`src/lsbd_consts.vh`:
```
// Purpose: constants for the logic/string/branch opcode decoder
// Assumes: byte-wide opcode stream from the prefetch queue
// Notes: opcode patterns are given as value and care mask, jump and return opcodes as exact byte values
`ifndef LSBD_CONSTS_VH
`define LSBD_CONSTS_VH

// ----------------------------------------------------------------------
// first-byte patterns (value, mask; jump and return opcodes as exact values)
// ----------------------------------------------------------------------
`define LSBD_SHROT_VAL 8'hD0
`define LSBD_SHROT_MSK 8'hFC
`define LSBD_TESTRM_VAL 8'h84
`define LSBD_TESTRM_MSK 8'hFE
`define LSBD_GRP3_VAL 8'hF6
`define LSBD_GRP3_MSK 8'hFE
`define LSBD_TESTAC_VAL 8'hA8
`define LSBD_TESTAC_MSK 8'hFE
`define LSBD_ORRM_VAL 8'h08
`define LSBD_XORRM_VAL 8'h30
`define LSBD_DW_MSK 8'hFC
`define LSBD_SMOV_VAL 8'hA4
`define LSBD_SCMP_VAL 8'hA6
`define LSBD_SSCN_VAL 8'hAE
`define LSBD_SLOD_VAL 8'hAC
`define LSBD_SSTO_VAL 8'hAA
`define LSBD_W_MSK 8'hFE
`define LSBD_REP_VAL 8'hF2
`define LSBD_JMP_NEAR 8'hE9
`define LSBD_JMP_FAR 8'hEA
`define LSBD_GRP5 8'hFF
`define LSBD_RET_NEAR 8'hC3
`define LSBD_RET_NEAR_IMM 8'hC2
`define LSBD_RET_FAR 8'hCB
`define LSBD_RET_FAR_IMM 8'hCA

// ----------------------------------------------------------------------
// extension field codes and field positions
// ----------------------------------------------------------------------
`define LSBD_EXT_RCR 3'h3
`define LSBD_EXT_TEST 3'h0
`define LSBD_EXT_JNEAR 3'h4
`define LSBD_EXT_JFAR 3'h5
`define LSBD_MOD_REG 2'h3
`define LSBD_MOD_NODISP 2'h0
`define LSBD_MOD_DISP8 2'h1
`define LSBD_RM_DIRECT 3'h6
`define LSBD_W_BIT 0
`define LSBD_D_BIT 1
`define LSBD_V_BIT 1
`define LSBD_Z_BIT 0

// ----------------------------------------------------------------------
// operation class codes
// ----------------------------------------------------------------------
`define LSBD_OP_NONE 5'h00
`define LSBD_OP_RCR 5'h01
`define LSBD_OP_TEST_RM 5'h02
`define LSBD_OP_TEST_IMM 5'h03
`define LSBD_OP_TEST_ACC 5'h04
`define LSBD_OP_OR_RM 5'h05
`define LSBD_OP_XOR_RM 5'h06
`define LSBD_OP_SMOVE 5'h07
`define LSBD_OP_SCMP 5'h08
`define LSBD_OP_SSCAN 5'h09
`define LSBD_OP_SLOAD 5'h0A
`define LSBD_OP_SSTORE 5'h0B
`define LSBD_OP_JMP_NEAR 5'h0C
`define LSBD_OP_JMP_FAR 5'h0D
`define LSBD_OP_JMP_IND 5'h0E
`define LSBD_OP_JMP_IND_FAR 5'h0F
`define LSBD_OP_RET_NEAR 5'h10
`define LSBD_OP_RET_NEAR_IMM 5'h11
`define LSBD_OP_RET_FAR 5'h12
`define LSBD_OP_RET_FAR_IMM 5'h13
`define LSBD_OP_ILLEGAL 5'h1F

`endif

```
`src/lsbd_decoder.v`:
```
// Purpose: opcode decoder for logic, string and branch instructions
// Assumes: one byte per cycle when byte_vld_i is high, same clock domain
// Notes: trailing bytes are gathered and the whole instruction is issued
//
// What this block does
// - shift group with extension 011 decodes as rotate_carry_right, v and w used
// - register TEST form: AND that only updates flags, no writeback
// - group-3 with extension 000 is TEST immediate; one or two data bytes
// - accumulator TEST immediate: data byte follows, second one if word
// - OR and XOR register forms take a modifier byte; d picks direction
// - string_move is one byte, w picks byte or word
// - string_compare is one byte, w picks byte or word
// - string_scan is one byte, w picks byte or word
// - string_load is one byte loading accumulator, w sized
// - string_store is one byte storing accumulator, w sized
// - jump forms: near disp16, far offset+segment, indirect via extension 100/101
// - near subroutine_exit is a lone opcode byte
// - near subroutine_exit with 16-bit immediate added to stack_pointer
// - far subroutine_exit, plain and with stack_pointer adjustment immediate
// - iterate_prefix: repeat bit compared with zero_flag for compare primitives
// - size bit set means word, cleared means byte
// - address form 11 means operand field selects a register
`timescale 1ns/1ps
`include "lsbd_consts.vh"

module lsbd_decoder (
  // clock and reset
  input wire mclk_i,
  input wire rst_i,
  // byte stream from prefetch queue
  input wire byte_vld_i,
  input wire [7:0] byte_i,
  output reg byte_rdy_o,
  // flags from execution unit
  input wire zero_flag_i,
  input wire iter_active_i,
  // decoded instruction to execution unit
  output reg instr_vld_o,
  output reg [4:0] op_class_o,
  output reg word_op_o,
  output reg to_reg_o,
  output reg count_cl_o,
  output reg flags_only_o,
  output reg sp_adjust_o,
  output reg rm_is_reg_o,
  output reg [1:0] mod_o,
  output reg [2:0] reg_o,
  output reg [2:0] rm_o,
  output reg [15:0] disp_o,
  output reg [15:0] imm_o,
  output reg [15:0] seg_o,
  output reg [2:0] length_o,
  output reg iter_prefix_o,
  output reg iter_cond_o,
  output reg iter_continue_o
);

  // ----------------------------------------------------------------------
  // states, one-hot
  // ----------------------------------------------------------------------
  localparam [3:0] S_OPC = 4'h1;
  localparam [3:0] S_MODRM = 4'h2;
  localparam [3:0] S_TAIL = 4'h4;
  localparam [3:0] S_ISSUE = 4'h8;

  function match;
    input [7:0] b;
    input [7:0] val;
    input [7:0] msk;
    begin
      match = ((b & msk) == val);
    end
  endfunction

  // displacement bytes implied by an addressing byte
  function [1:0] disp_len;
    input [7:0] m;
    begin
      if (m[7:6] == `LSBD_MOD_REG) begin
        disp_len = 2'd0;
      end else if (m[7:6] == `LSBD_MOD_DISP8) begin
        disp_len = 2'd1;
      end else if (m[7:6] == `LSBD_MOD_NODISP && m[2:0] != `LSBD_RM_DIRECT) begin
        disp_len = 2'd0;
      end else begin
        disp_len = 2'd2;
      end
    end
  endfunction

  reg [3:0] state_ff;
  reg [7:0] opc_ff;
  reg [7:0] mrm_ff;
  reg [1:0] ndisp_ff;
  reg [1:0] nimm_ff;
  reg nseg_ff;
  reg [1:0] idx_ff;
  reg rep_pend_ff;
  reg rep_z_ff;
  reg [4:0] cls_ff;

  wire take = byte_vld_i && byte_rdy_o;
  wire w_bit = opc_ff[`LSBD_W_BIT];
  wire [2:0] ext = byte_i[5:3];

  // ----------------------------------------------------------------------
  // first-byte classification
  // ----------------------------------------------------------------------
  reg [4:0] cls_c;
  reg need_mrm_c;
  reg [1:0] imm_c;
  reg seg_c;
  always @* begin
    cls_c = `LSBD_OP_ILLEGAL;
    need_mrm_c = 1'b0;
    imm_c = 2'd0;
    seg_c = 1'b0;
    if (match(byte_i, `LSBD_SHROT_VAL, `LSBD_SHROT_MSK)) begin
      cls_c = `LSBD_OP_RCR;
      need_mrm_c = 1'b1;
    end else if (match(byte_i, `LSBD_TESTRM_VAL, `LSBD_TESTRM_MSK)) begin
      cls_c = `LSBD_OP_TEST_RM;
      need_mrm_c = 1'b1;
    end else if (match(byte_i, `LSBD_GRP3_VAL, `LSBD_GRP3_MSK)) begin
      cls_c = `LSBD_OP_TEST_IMM;
      need_mrm_c = 1'b1;
    end else if (match(byte_i, `LSBD_TESTAC_VAL, `LSBD_TESTAC_MSK)) begin
      cls_c = `LSBD_OP_TEST_ACC;
      imm_c = byte_i[`LSBD_W_BIT] ? 2'd2 : 2'd1;
    end else if (match(byte_i, `LSBD_ORRM_VAL, `LSBD_DW_MSK)) begin
      cls_c = `LSBD_OP_OR_RM;
      need_mrm_c = 1'b1;
    end else if (match(byte_i, `LSBD_XORRM_VAL, `LSBD_DW_MSK)) begin
      cls_c = `LSBD_OP_XOR_RM;
      need_mrm_c = 1'b1;
    end else if (match(byte_i, `LSBD_SMOV_VAL, `LSBD_W_MSK)) begin
      cls_c = `LSBD_OP_SMOVE;
    end else if (match(byte_i, `LSBD_SCMP_VAL, `LSBD_W_MSK)) begin
      cls_c = `LSBD_OP_SCMP;
    end else if (match(byte_i, `LSBD_SSCN_VAL, `LSBD_W_MSK)) begin
      cls_c = `LSBD_OP_SSCAN;
    end else if (match(byte_i, `LSBD_SLOD_VAL, `LSBD_W_MSK)) begin
      cls_c = `LSBD_OP_SLOAD;
    end else if (match(byte_i, `LSBD_SSTO_VAL, `LSBD_W_MSK)) begin
      cls_c = `LSBD_OP_SSTORE;
    end else if (byte_i == `LSBD_JMP_NEAR) begin
      cls_c = `LSBD_OP_JMP_NEAR;
      imm_c = 2'd2;
    end else if (byte_i == `LSBD_JMP_FAR) begin
      cls_c = `LSBD_OP_JMP_FAR;
      imm_c = 2'd2;
      seg_c = 1'b1;
    end else if (byte_i == `LSBD_GRP5) begin
      cls_c = `LSBD_OP_JMP_IND;
      need_mrm_c = 1'b1;
    end else if (byte_i == `LSBD_RET_NEAR) begin
      cls_c = `LSBD_OP_RET_NEAR;
    end else if (byte_i == `LSBD_RET_NEAR_IMM) begin
      cls_c = `LSBD_OP_RET_NEAR_IMM;
      imm_c = 2'd2;
    end else if (byte_i == `LSBD_RET_FAR) begin
      cls_c = `LSBD_OP_RET_FAR;
    end else if (byte_i == `LSBD_RET_FAR_IMM) begin
      cls_c = `LSBD_OP_RET_FAR_IMM;
      imm_c = 2'd2;
    end
  end

  // ----------------------------------------------------------------------
  // sequencer
  // ----------------------------------------------------------------------
  always @(posedge mclk_i or posedge rst_i) begin
    if (rst_i) begin
      state_ff <= S_OPC;
      opc_ff <= 8'h00;
      mrm_ff <= 8'h00;
      ndisp_ff <= 2'd0;
      nimm_ff <= 2'd0;
      nseg_ff <= 1'b0;
      idx_ff <= 2'd0;
      rep_pend_ff <= 1'b0;
      rep_z_ff <= 1'b0;
      cls_ff <= `LSBD_OP_NONE;
      byte_rdy_o <= 1'b0;
      instr_vld_o <= 1'b0;
      op_class_o <= `LSBD_OP_NONE;
      word_op_o <= 1'b0;
      to_reg_o <= 1'b0;
      count_cl_o <= 1'b0;
      flags_only_o <= 1'b0;
      sp_adjust_o <= 1'b0;
      rm_is_reg_o <= 1'b0;
      mod_o <= 2'h0;
      reg_o <= 3'h0;
      rm_o <= 3'h0;
      disp_o <= 16'h0000;
      imm_o <= 16'h0000;
      seg_o <= 16'h0000;
      length_o <= 3'd0;
      iter_prefix_o <= 1'b0;
      iter_cond_o <= 1'b0;
      iter_continue_o <= 1'b0;
    end else begin
      instr_vld_o <= 1'b0;
      byte_rdy_o <= (state_ff != S_ISSUE);
      // for string_compare and string_scan, repetition continues only while zero_flag equals the repeat bit; other classes pass iter_active_i through
      iter_continue_o <= iter_active_i && (op_class_o == `LSBD_OP_SCMP ||
        op_class_o == `LSBD_OP_SSCAN) ? (zero_flag_i == iter_cond_o) : iter_active_i;
      case (state_ff)
        S_OPC: begin
          if (take) begin
            length_o <= length_o + 3'd1;
            if (match(byte_i, `LSBD_REP_VAL, `LSBD_W_MSK)) begin
              rep_pend_ff <= 1'b1;
              rep_z_ff <= byte_i[`LSBD_Z_BIT];
            end else begin
              opc_ff <= byte_i;
              cls_ff <= cls_c;
              // near jump operand is a displacement, so it lands on disp_o
              nimm_ff <= (cls_c == `LSBD_OP_JMP_NEAR) ? 2'd0 : imm_c;
              nseg_ff <= seg_c;
              ndisp_ff <= (cls_c == `LSBD_OP_JMP_NEAR) ? 2'd2 : 2'd0;
              idx_ff <= 2'd0;
              disp_o <= 16'h0000;
              imm_o <= 16'h0000;
              seg_o <= 16'h0000;
              if (need_mrm_c) begin
                state_ff <= S_MODRM;
              end else if (imm_c != 2'd0) begin
                state_ff <= S_TAIL;
              end else begin
                state_ff <= S_ISSUE;
                byte_rdy_o <= 1'b0;
              end
            end
          end
        end
        S_MODRM: begin
          if (take) begin
            length_o <= length_o + 3'd1;
            mrm_ff <= byte_i;
            ndisp_ff <= disp_len(byte_i);
            if (cls_ff == `LSBD_OP_RCR && ext != `LSBD_EXT_RCR) begin
              cls_ff <= `LSBD_OP_ILLEGAL;
            end
            if (cls_ff == `LSBD_OP_TEST_IMM) begin
              if (ext == `LSBD_EXT_TEST) begin
                nimm_ff <= w_bit ? 2'd2 : 2'd1;
              end else begin
                cls_ff <= `LSBD_OP_ILLEGAL;
              end
            end
            if (cls_ff == `LSBD_OP_JMP_IND) begin
              if (ext == `LSBD_EXT_JFAR) begin
                cls_ff <= `LSBD_OP_JMP_IND_FAR;
              end else if (ext != `LSBD_EXT_JNEAR) begin
                cls_ff <= `LSBD_OP_ILLEGAL;
              end
            end
            if (disp_len(byte_i) != 2'd0 || (nimm_ff != 2'd0) ||
                (cls_ff == `LSBD_OP_TEST_IMM && ext == `LSBD_EXT_TEST)) begin
              state_ff <= S_TAIL;
            end else begin
              state_ff <= S_ISSUE;
              byte_rdy_o <= 1'b0;
            end
          end
        end
        S_TAIL: begin
          if (take) begin
            length_o <= length_o + 3'd1;
            idx_ff <= idx_ff + 2'd1;
            // displacement first, then immediate/offset, then segment, low byte first
            if (ndisp_ff != 2'd0) begin
              if (idx_ff == 2'd0) begin
                disp_o <= {{8{byte_i[7]}}, byte_i};
              end else begin
                disp_o[15:8] <= byte_i;
              end
              if (ndisp_ff == 2'd1 || idx_ff == 2'd1) begin
                ndisp_ff <= 2'd0;
                idx_ff <= 2'd0;
              end
            end else if (nimm_ff != 2'd0) begin
              if (idx_ff == 2'd0) begin
                imm_o[7:0] <= byte_i;
              end else begin
                imm_o[15:8] <= byte_i;
              end
              if (nimm_ff == 2'd1 || idx_ff == 2'd1) begin
                nimm_ff <= 2'd0;
                idx_ff <= 2'd0;
              end
            end else begin
              if (idx_ff == 2'd0) begin
                seg_o[7:0] <= byte_i;
              end else begin
                seg_o[15:8] <= byte_i;
                nseg_ff <= 1'b0;
              end
            end
            if ((ndisp_ff == 2'd0 && nseg_ff == 1'b0 && (nimm_ff == 2'd1 ||
                 (nimm_ff == 2'd2 && idx_ff == 2'd1))) ||
                (ndisp_ff == 2'd0 && nimm_ff == 2'd0 && idx_ff == 2'd1) ||
                (nimm_ff == 2'd0 && nseg_ff == 1'b0 && (ndisp_ff == 2'd1 ||
                 (ndisp_ff == 2'd2 && idx_ff == 2'd1)))) begin
              state_ff <= S_ISSUE;
              byte_rdy_o <= 1'b0;
            end
          end
        end
        S_ISSUE: begin
          instr_vld_o <= 1'b1;
          op_class_o <= cls_ff;
          word_op_o <= w_bit;
          to_reg_o <= opc_ff[`LSBD_D_BIT];
          count_cl_o <= (cls_ff == `LSBD_OP_RCR) && opc_ff[`LSBD_V_BIT];
          flags_only_o <= (cls_ff == `LSBD_OP_TEST_RM) || (cls_ff == `LSBD_OP_TEST_IMM) ||
            (cls_ff == `LSBD_OP_TEST_ACC);
          sp_adjust_o <= (cls_ff == `LSBD_OP_RET_NEAR_IMM) ||
            (cls_ff == `LSBD_OP_RET_FAR_IMM);
          rm_is_reg_o <= (mrm_ff[7:6] == `LSBD_MOD_REG);
          mod_o <= mrm_ff[7:6];
          reg_o <= mrm_ff[5:3];
          rm_o <= mrm_ff[2:0];
          iter_prefix_o <= rep_pend_ff;
          iter_cond_o <= rep_z_ff;
          rep_pend_ff <= 1'b0;
          mrm_ff <= 8'h00;
          state_ff <= S_OPC;
          byte_rdy_o <= 1'b1;
        end
        default: begin
          state_ff <= S_OPC;
        end
      endcase
      if (state_ff == S_ISSUE) begin
        length_o <= length_o;
      end else if (state_ff == S_OPC && instr_vld_o) begin
        length_o <= take ? 3'd1 : 3'd0;
      end
    end
  end

endmodule // lsbd_decoder

```
`config.mk`:
```
export PLATFORM = sky130hd
export DESIGN_NAME = lsbd_decoder
export DESIGN_NICKNAME = d
export VERILOG_FILES = /design/src/lsbd_decoder.v
export VERILOG_INCLUDE_DIRS = /design/src
export SDC_FILE = /design/constraint.sdc
export NUM_CORES = 1
export LEC_CHECK = 0
export ABC_AREA = 1
export BUFFER_PORTS_ARGS = -buffer_cell sky130_fd_sc_hd__buf_2
export CORE_ASPECT_RATIO = 1.1
export CORE_UTILIZATION = 56
export DETAILED_ROUTE_END_ITERATION = 8
export MAX_ROUTING_LAYER = met4
export PLACE_DENSITY_LB_ADDON = 0.15
export SLEW_MARGIN = 20
export SYNTH_ARGS = -nofsm -noshare
export SYNTH_HDL_FRONTEND = slang
export SYNTH_SLANG_ARGS = --single-unit
```
`constraint.sdc`:
```
create_clock -name mclk_i -period 3.9 [get_ports mclk_i]
set_input_delay 0.195 -clock mclk_i [delete_from_list [all_inputs] [get_ports mclk_i]]
set_output_delay 0.195 -clock mclk_i [all_outputs]
set_load 0.01 [all_outputs]
```
==> metrics.csv, run 1 <==
metric;value;unit
status;finished, final reports clean;
antenna diode count;0;
RR Startpoint;state_ff[0]$_DFFE_PP1P_;
Clock Latency Late Sink;0.38;ns
die width;91.9;µm
share of synthesized registers carrying an async set or reset;100;%
post-CTS setup buffer count;0;
P_leak;3.10;nW
sw frac;37.6;%
Placer Congestion;0.976;
Final Hold Vio Count;0;
clk buf depth;2;
DRT Pass-1 Iters;5;
final layout net count;710;
Layout Utilization;67.6;%
PostCTS Resize Cnt;0;
YS warnings;0;
final slew viol count;0;
skew final;0.0207;ns
count leader, synth;nand2_1;
Post-synth top flop;dfrtp_1;
Final Instance Area;5750;µm²
layout cell share with drive strength beyond 1;19.0;%
Post-Synthesis Net Count;623;
RSZ-0062 raised after global routing;no;
dpl cell area;5480;µm²
Setup TNS;0;ns
most area-hungry cell type in the Yosys netlist;dfrtp_1;
pwr/cell area;621;nW/µm²
GR Overflow Total;0;
Seq/Total Area, Yosys;51.8;%
max-cap viol count;0;
Clock Sinks;103;
number of synthesized register bits;103;
clk root buf;clkbuf_8;
vias in the first global route;4260;
H-tree depth;3;
Netlist Area Pre-Place;4980;µm²
total routed wirelength;12000;µm
Die Height;101;µm
Initial Utilization;58.6;%
DRT antenna net count;0;
initial DRC count;325;
R2R cell count;8;
I/O Buffers;87;
CP startpoint kind;register;
WS Path Type;register to register;
Worst Setup End Kind;register;
hpwl dp;8740;µm
R2R Setup Slk;1.65;ns
Post-synth EDFFs;0;
worst-path fanout max;17;
# IOs;88;
Tightest Pin Transition;0.996;ns
NetSw;1.34;mW
Post-Synthesis Cells;607;
Register Area;2580;µm²
hold buffers post-CTS;0;
Int Pwr;2.23;mW
Cell variety after synth;45;
Die ar.;9270;µm²
initial antenna violation count;0;
synth top area cells;dfrtp_1 (51%), nand2_1 (12%), inv_1 (5.4%);
Synth top area share;51.3;%
Area growth syn-to-layout;15.5;%
Hold WC Path Type;input port to async pin;
CTS Buf Count;9;
Max IR drop VDD;0.000423;V
fill cell count;766;
first-pass GRT wire length;19700;µm
Vias;4372;
clk slew on worst S/H paths;0.11;ns
mean routed wirelength per cell;14.8;µm
worst setup margin;1.65;ns
hold_ws;0.0213;ns
largest net degree at the start of global routing;79;
DRC Markers;0;
Synth top cells by count;nand2_1 (165), dfrtp_1 (102), inv_1 (72);
Vias/cell;5.40;
dpl ws;1.64;ns
sequential share of power;41.1;%
Multi-input gate area;2030;µm²
CP required;4.16;ns
Clock power frac;24.3;%
Tot GR Track Use;28.2;%
min cycle time layout;2.25;ns
core area;8500;µm²
FF-to-FF End;nimm_ff[0]$_DFFE_PP0P_;
fmax;444;MHz
final setup violation count;0;
Combinational Power Share;34.6;%
TritonCTS clock tree;built;
period utilisation layout;57.7;%
Post-Synthesis Mean Instance Area;8.20;µm²
Relative slew margins;33.6;%
crit path DAT;2.51;ns
Site Rows;35;
per-layer routing:
layer	part of all wire (%)	vias to the layer above	track usage (%)
li1	-	2140	-
met1	42	2049	33.3
met2	50	146	46.5
met3	4.6	37	4.60
met4	3.4	0	15.5
met5	0	-	-
final cells by class:
cell class / instances / area share [%]
clock buffers: 11 / 2.29
clock inverters: 5 / 2.29
inverters: 76 / 5.01
multi-input cells: 415 / 35.3
flip-flops and latches: 103 / 44.9
well taps: 111 / 2.42
repair buffers: 89 / 7.84
logic make-up (layout without fill, tap and decap cells):
family	after synthesis	count (layout)	share of synthesized area [%]
AOI/OAI and AO/OA	120	120	13.6
adders and majority gates	3	3	0.754
buffers and inverters	89	181	7.44
DFF	103	103	51.8
xor gates and xnor gates	2	2	0.352
and+or+nand+nor	290	290	26.0
critical path: stages, from the launching register on:
cell	delay, ns
dfstp_2	0.40
nor2_2	0.18
nand3_4	0.22
a21oi_1	0.83
inv_1	0.14
nand4_1	0.18
nor2_1	0.07
nand2_1	0.06
nand2_1	0.05
flip-flops by register name, indices dropped and copies added (netlist names), 2 cells and up:
register,count
cls_ff,5
disp_o,16
idx_ff,2
imm_o,16
length_o,3
mod_o,2
mrm_ff,8
ndisp_ff,2
nimm_ff,2
op_class_o,5
opc_ff,2
reg_o,3
rm_o,3
seg_o,16
state_ff,4
power by group through the flow:
stage | combinational, mW | clock, mW | sequential, mW
after global placement | 1.20 | 0 | 1.47
after global routing | 1.39 | 0.912 | 1.49
final | 1.23 | 0.868 | 1.46
after CTS | 1.24 | 0.879 | 1.46
after detailed placement | 1.24 | 0 | 1.48
after floorplan | 0.819 | 0 | 1.56
stage by stage:
stage	instances	total power [mW]
2_1_floorplan	607	2.38
6_report	810	3.57
4_1_cts	810	3.59
3_5_place_dp	794	2.72
3_3_place_gp	794	2.67
5_1_grt	810	3.79
worst max path at each step:
stage / from / to / slack (ns) / cells past startpoint
floorplan: rst_i / byte_rdy_o$_DFF_PP0_ / 1.00 / 1
global placement: state_ff[0]$_DFFE_PP1P_ / nimm_ff[1]$_DFFE_PP0P_ / 1.76 / 8
detailed placement: state_ff[0]$_DFFE_PP1P_ / nimm_ff[0]$_DFFE_PP0P_ / 1.64 / 8
CTS: state_ff[0]$_DFFE_PP1P_ / nimm_ff[0]$_DFFE_PP0P_ / 1.63 / 8
global route: state_ff[0]$_DFFE_PP1P_ / nimm_ff[0]$_DFFE_PP0P_ / 1.41 / 8
finish: state_ff[0]$_DFFE_PP1P_ / nimm_ff[0]$_DFFE_PP0P_ / 1.65 / 8
layout by cell type (no fill, tap or decap), types with 8 or more instances in the layout:
cell,count
nand2_1,165
dfrtp_1,102
buf_2,87
inv_1,71
nor2_1,60
o21ai_0,49
a21oi_1,29
nand3_1,19
nand4_1,13
o21ai_1,13
nor3_1,11
clkbuf_8,9
o22ai_1,8
Note: power is estimated with default switching activity, not from simulation.
==> run 2, diff against run 1 <==
Settings changed: CORE_UTILIZATION 56 to 51.
Clock period 3.9 ns to 1.81 ns, I/O delays scaled along.
==> run 2 against run 1 <==
Compared with the run above: via count is 5.6% higher; register-to-register slack worse by 1.6 ns; routed wire length is 9.1% higher; sequential share of layout area is 3.8 points lower; count of clock-buffer cells in the layout is 1 lower; die area is 9.6% higher; largest power group is now combinational logic; combinational power grew to 2.8 times the previous value.
==> metrics.csv, run 2 (synthesis gave the netlist of run 1 again) <==
metric;value;unit
status;finished, final reports clean;
skew final;0.0153;ns
initial DRC count;201;
worst-path fanout max;8;
Tot GR Track Use;28.5;%
# IOs;88;
clk buf depth;2;
CP startpoint kind;register;
Multi-input gate area;2130;µm²
largest net degree at the start of global routing;44;
pwr/cell area;1280;nW/µm²
CTS Buf Count;9;
hold_ws;0.0633;ns
hpwl dp;9740;µm
period utilisation layout;99.3;%
TritonCTS clock tree;built;
DRC Markers;0;
Placer Congestion;0.942;
RSZ-0062 raised after global routing;yes;
CP required;2.12;ns
Relative slew margins;64.6;%
final slew viol count;0;
commonest non-fill, non-tap cells in the layout;nand2_1 (158), dfrtp_1 (101), buf_2 (87), inv_1 (70), nor2_1 (60);
H-tree depth;3;
die width;96.2;µm
P_leak;3.35;nW
mean routed wirelength per cell;15.0;µm
Layout Utilization;66.8;%
WS Path Type;register to register;
worst setup margin;0.0125;ns
dpl ws;-0.0556;ns
commonest non-fill, non-tap cell in the layout;nand2_1;
Die Height;106;µm
Vias;4615;
Initial Utilization;53.0;%
max-cap viol count;0;
Site Rows;37;
dpl cell area;5870;µm²
fill cell count;803;
crit path DAT;2.11;ns
Hold WC Path Type;input port to register;
Clock Latency Late Sink;0.37;ns
GR Overflow Total;0;
I/O Buffers;87;
Area growth syn-to-layout;26.1;%
Final Hold Vio Count;0;
Die ar.;10200;µm²
total routed wirelength;13000;µm
final setup violation count;0;
first-pass GRT wire length;21500;µm
layout cell share with drive strength beyond 1;25.9;%
Vias/cell;5.31;
Worst Setup End Kind;register;
biggest regs;disp_o: 16 flops, imm_o: 16 flops, seg_o: 16 flops;
vias in the first global route;4574;
antenna diode count;0;
DRT antenna net count;0;
DRT Pass-1 Iters;5;
initial antenna violation count;0;
final layout net count;763;
core area;9400;µm²
Clock Sinks;103;
min cycle time layout;1.80;ns
clk slew on worst S/H paths;0.10;ns
fmax;556;MHz
Max IR drop VDD;0.000988;V
Tightest Pin Transition;0.529;ns
clk root buf;clkbuf_8;
Final Instance Area;6270;µm²
Register Area;2580;µm²
Setup TNS;0;ns
## run 2: critical path: stages, from the launching register on
cell and delay (ns):
dfstp_2 0.59, buf_6 0.13, nand3_4 0.12, buf_6 0.15, a21oi_4 0.14, buf_12 0.15, nand2_8 0.08, nor2_4 0.22
nand2_1 0.09, nand2_1 0.07
## run 2: worst paths after layout
check	depth (start not counted)	endpoint	slack, ns	from
max	9	imm_o[15]$_DFFE_PP0P_	0.01	state_ff[0]$_DFFE_PP1P_
min reg2reg	2	mod_o[0]$_DFFE_PP0P_	0.48	mod_o[0]$_DFFE_PP0P_
min in group asynchronous	3	disp_o[12]$_DFFE_PP0P_	0.30	rst_i
max reg2reg	9	imm_o[15]$_DFFE_PP0P_	0.01	state_ff[0]$_DFFE_PP1P_
max in group asynchronous	4	state_ff[0]$_DFFE_PP1P_	0.90	rst_i
min	3	ndisp_ff[0]$_DFFE_PP0P_	0.06	byte_i[6]
## run 2: layout make-up
| class | count | share of cell area, % |
|---|---|---|
| clock buffers | 10 | 2.03 |
| clock inverters | 6 | 1.10 |
| flip-flops and latches | 103 | 41.1 |
| inverters | 76 | 4.65 |
| well taps | 117 | 2.33 |
| repair buffers | 139 | 14.8 |
| multi-input cells | 418 | 34.0 |
## run 2: per-layer routing
metal / GRT usage, % / part of all wire, % / vias to the layer above
met5: - / 0 / -
met4: 14.3 / 4.2 / 0
li1: - / - / 2250
met3: 2.96 / 3.8 / 39
met1: 34.3 / 41 / 2182
met2: 47.0 / 51 / 144
## run 2: stage by stage
stage / power, mW / instances
after CTS: 7.83 / 864
final: 8.05 / 869
after global routing: 8.59 / 869
after floorplan: 5.12 / 607
after global placement: 6.09 / 842
after detailed placement: 6.19 / 842
## run 2: report_power, final
part	internal, mW	switching [mW]	leakage, nW
registers	2.83	0.331	1.34
clock network	0.644	0.796	0.0851
logic	1.44	2.01	1.92
## run 2: what timing repair did
item	4_1_cts	5_1_grt
hold buffers	2	0
cloned	2	1
pin swaps	3	14
gates resized for setup	2	22
hold endpoints to repair	21	0
endpoints found under the setup margin	17	60
buffers inserted	2	4
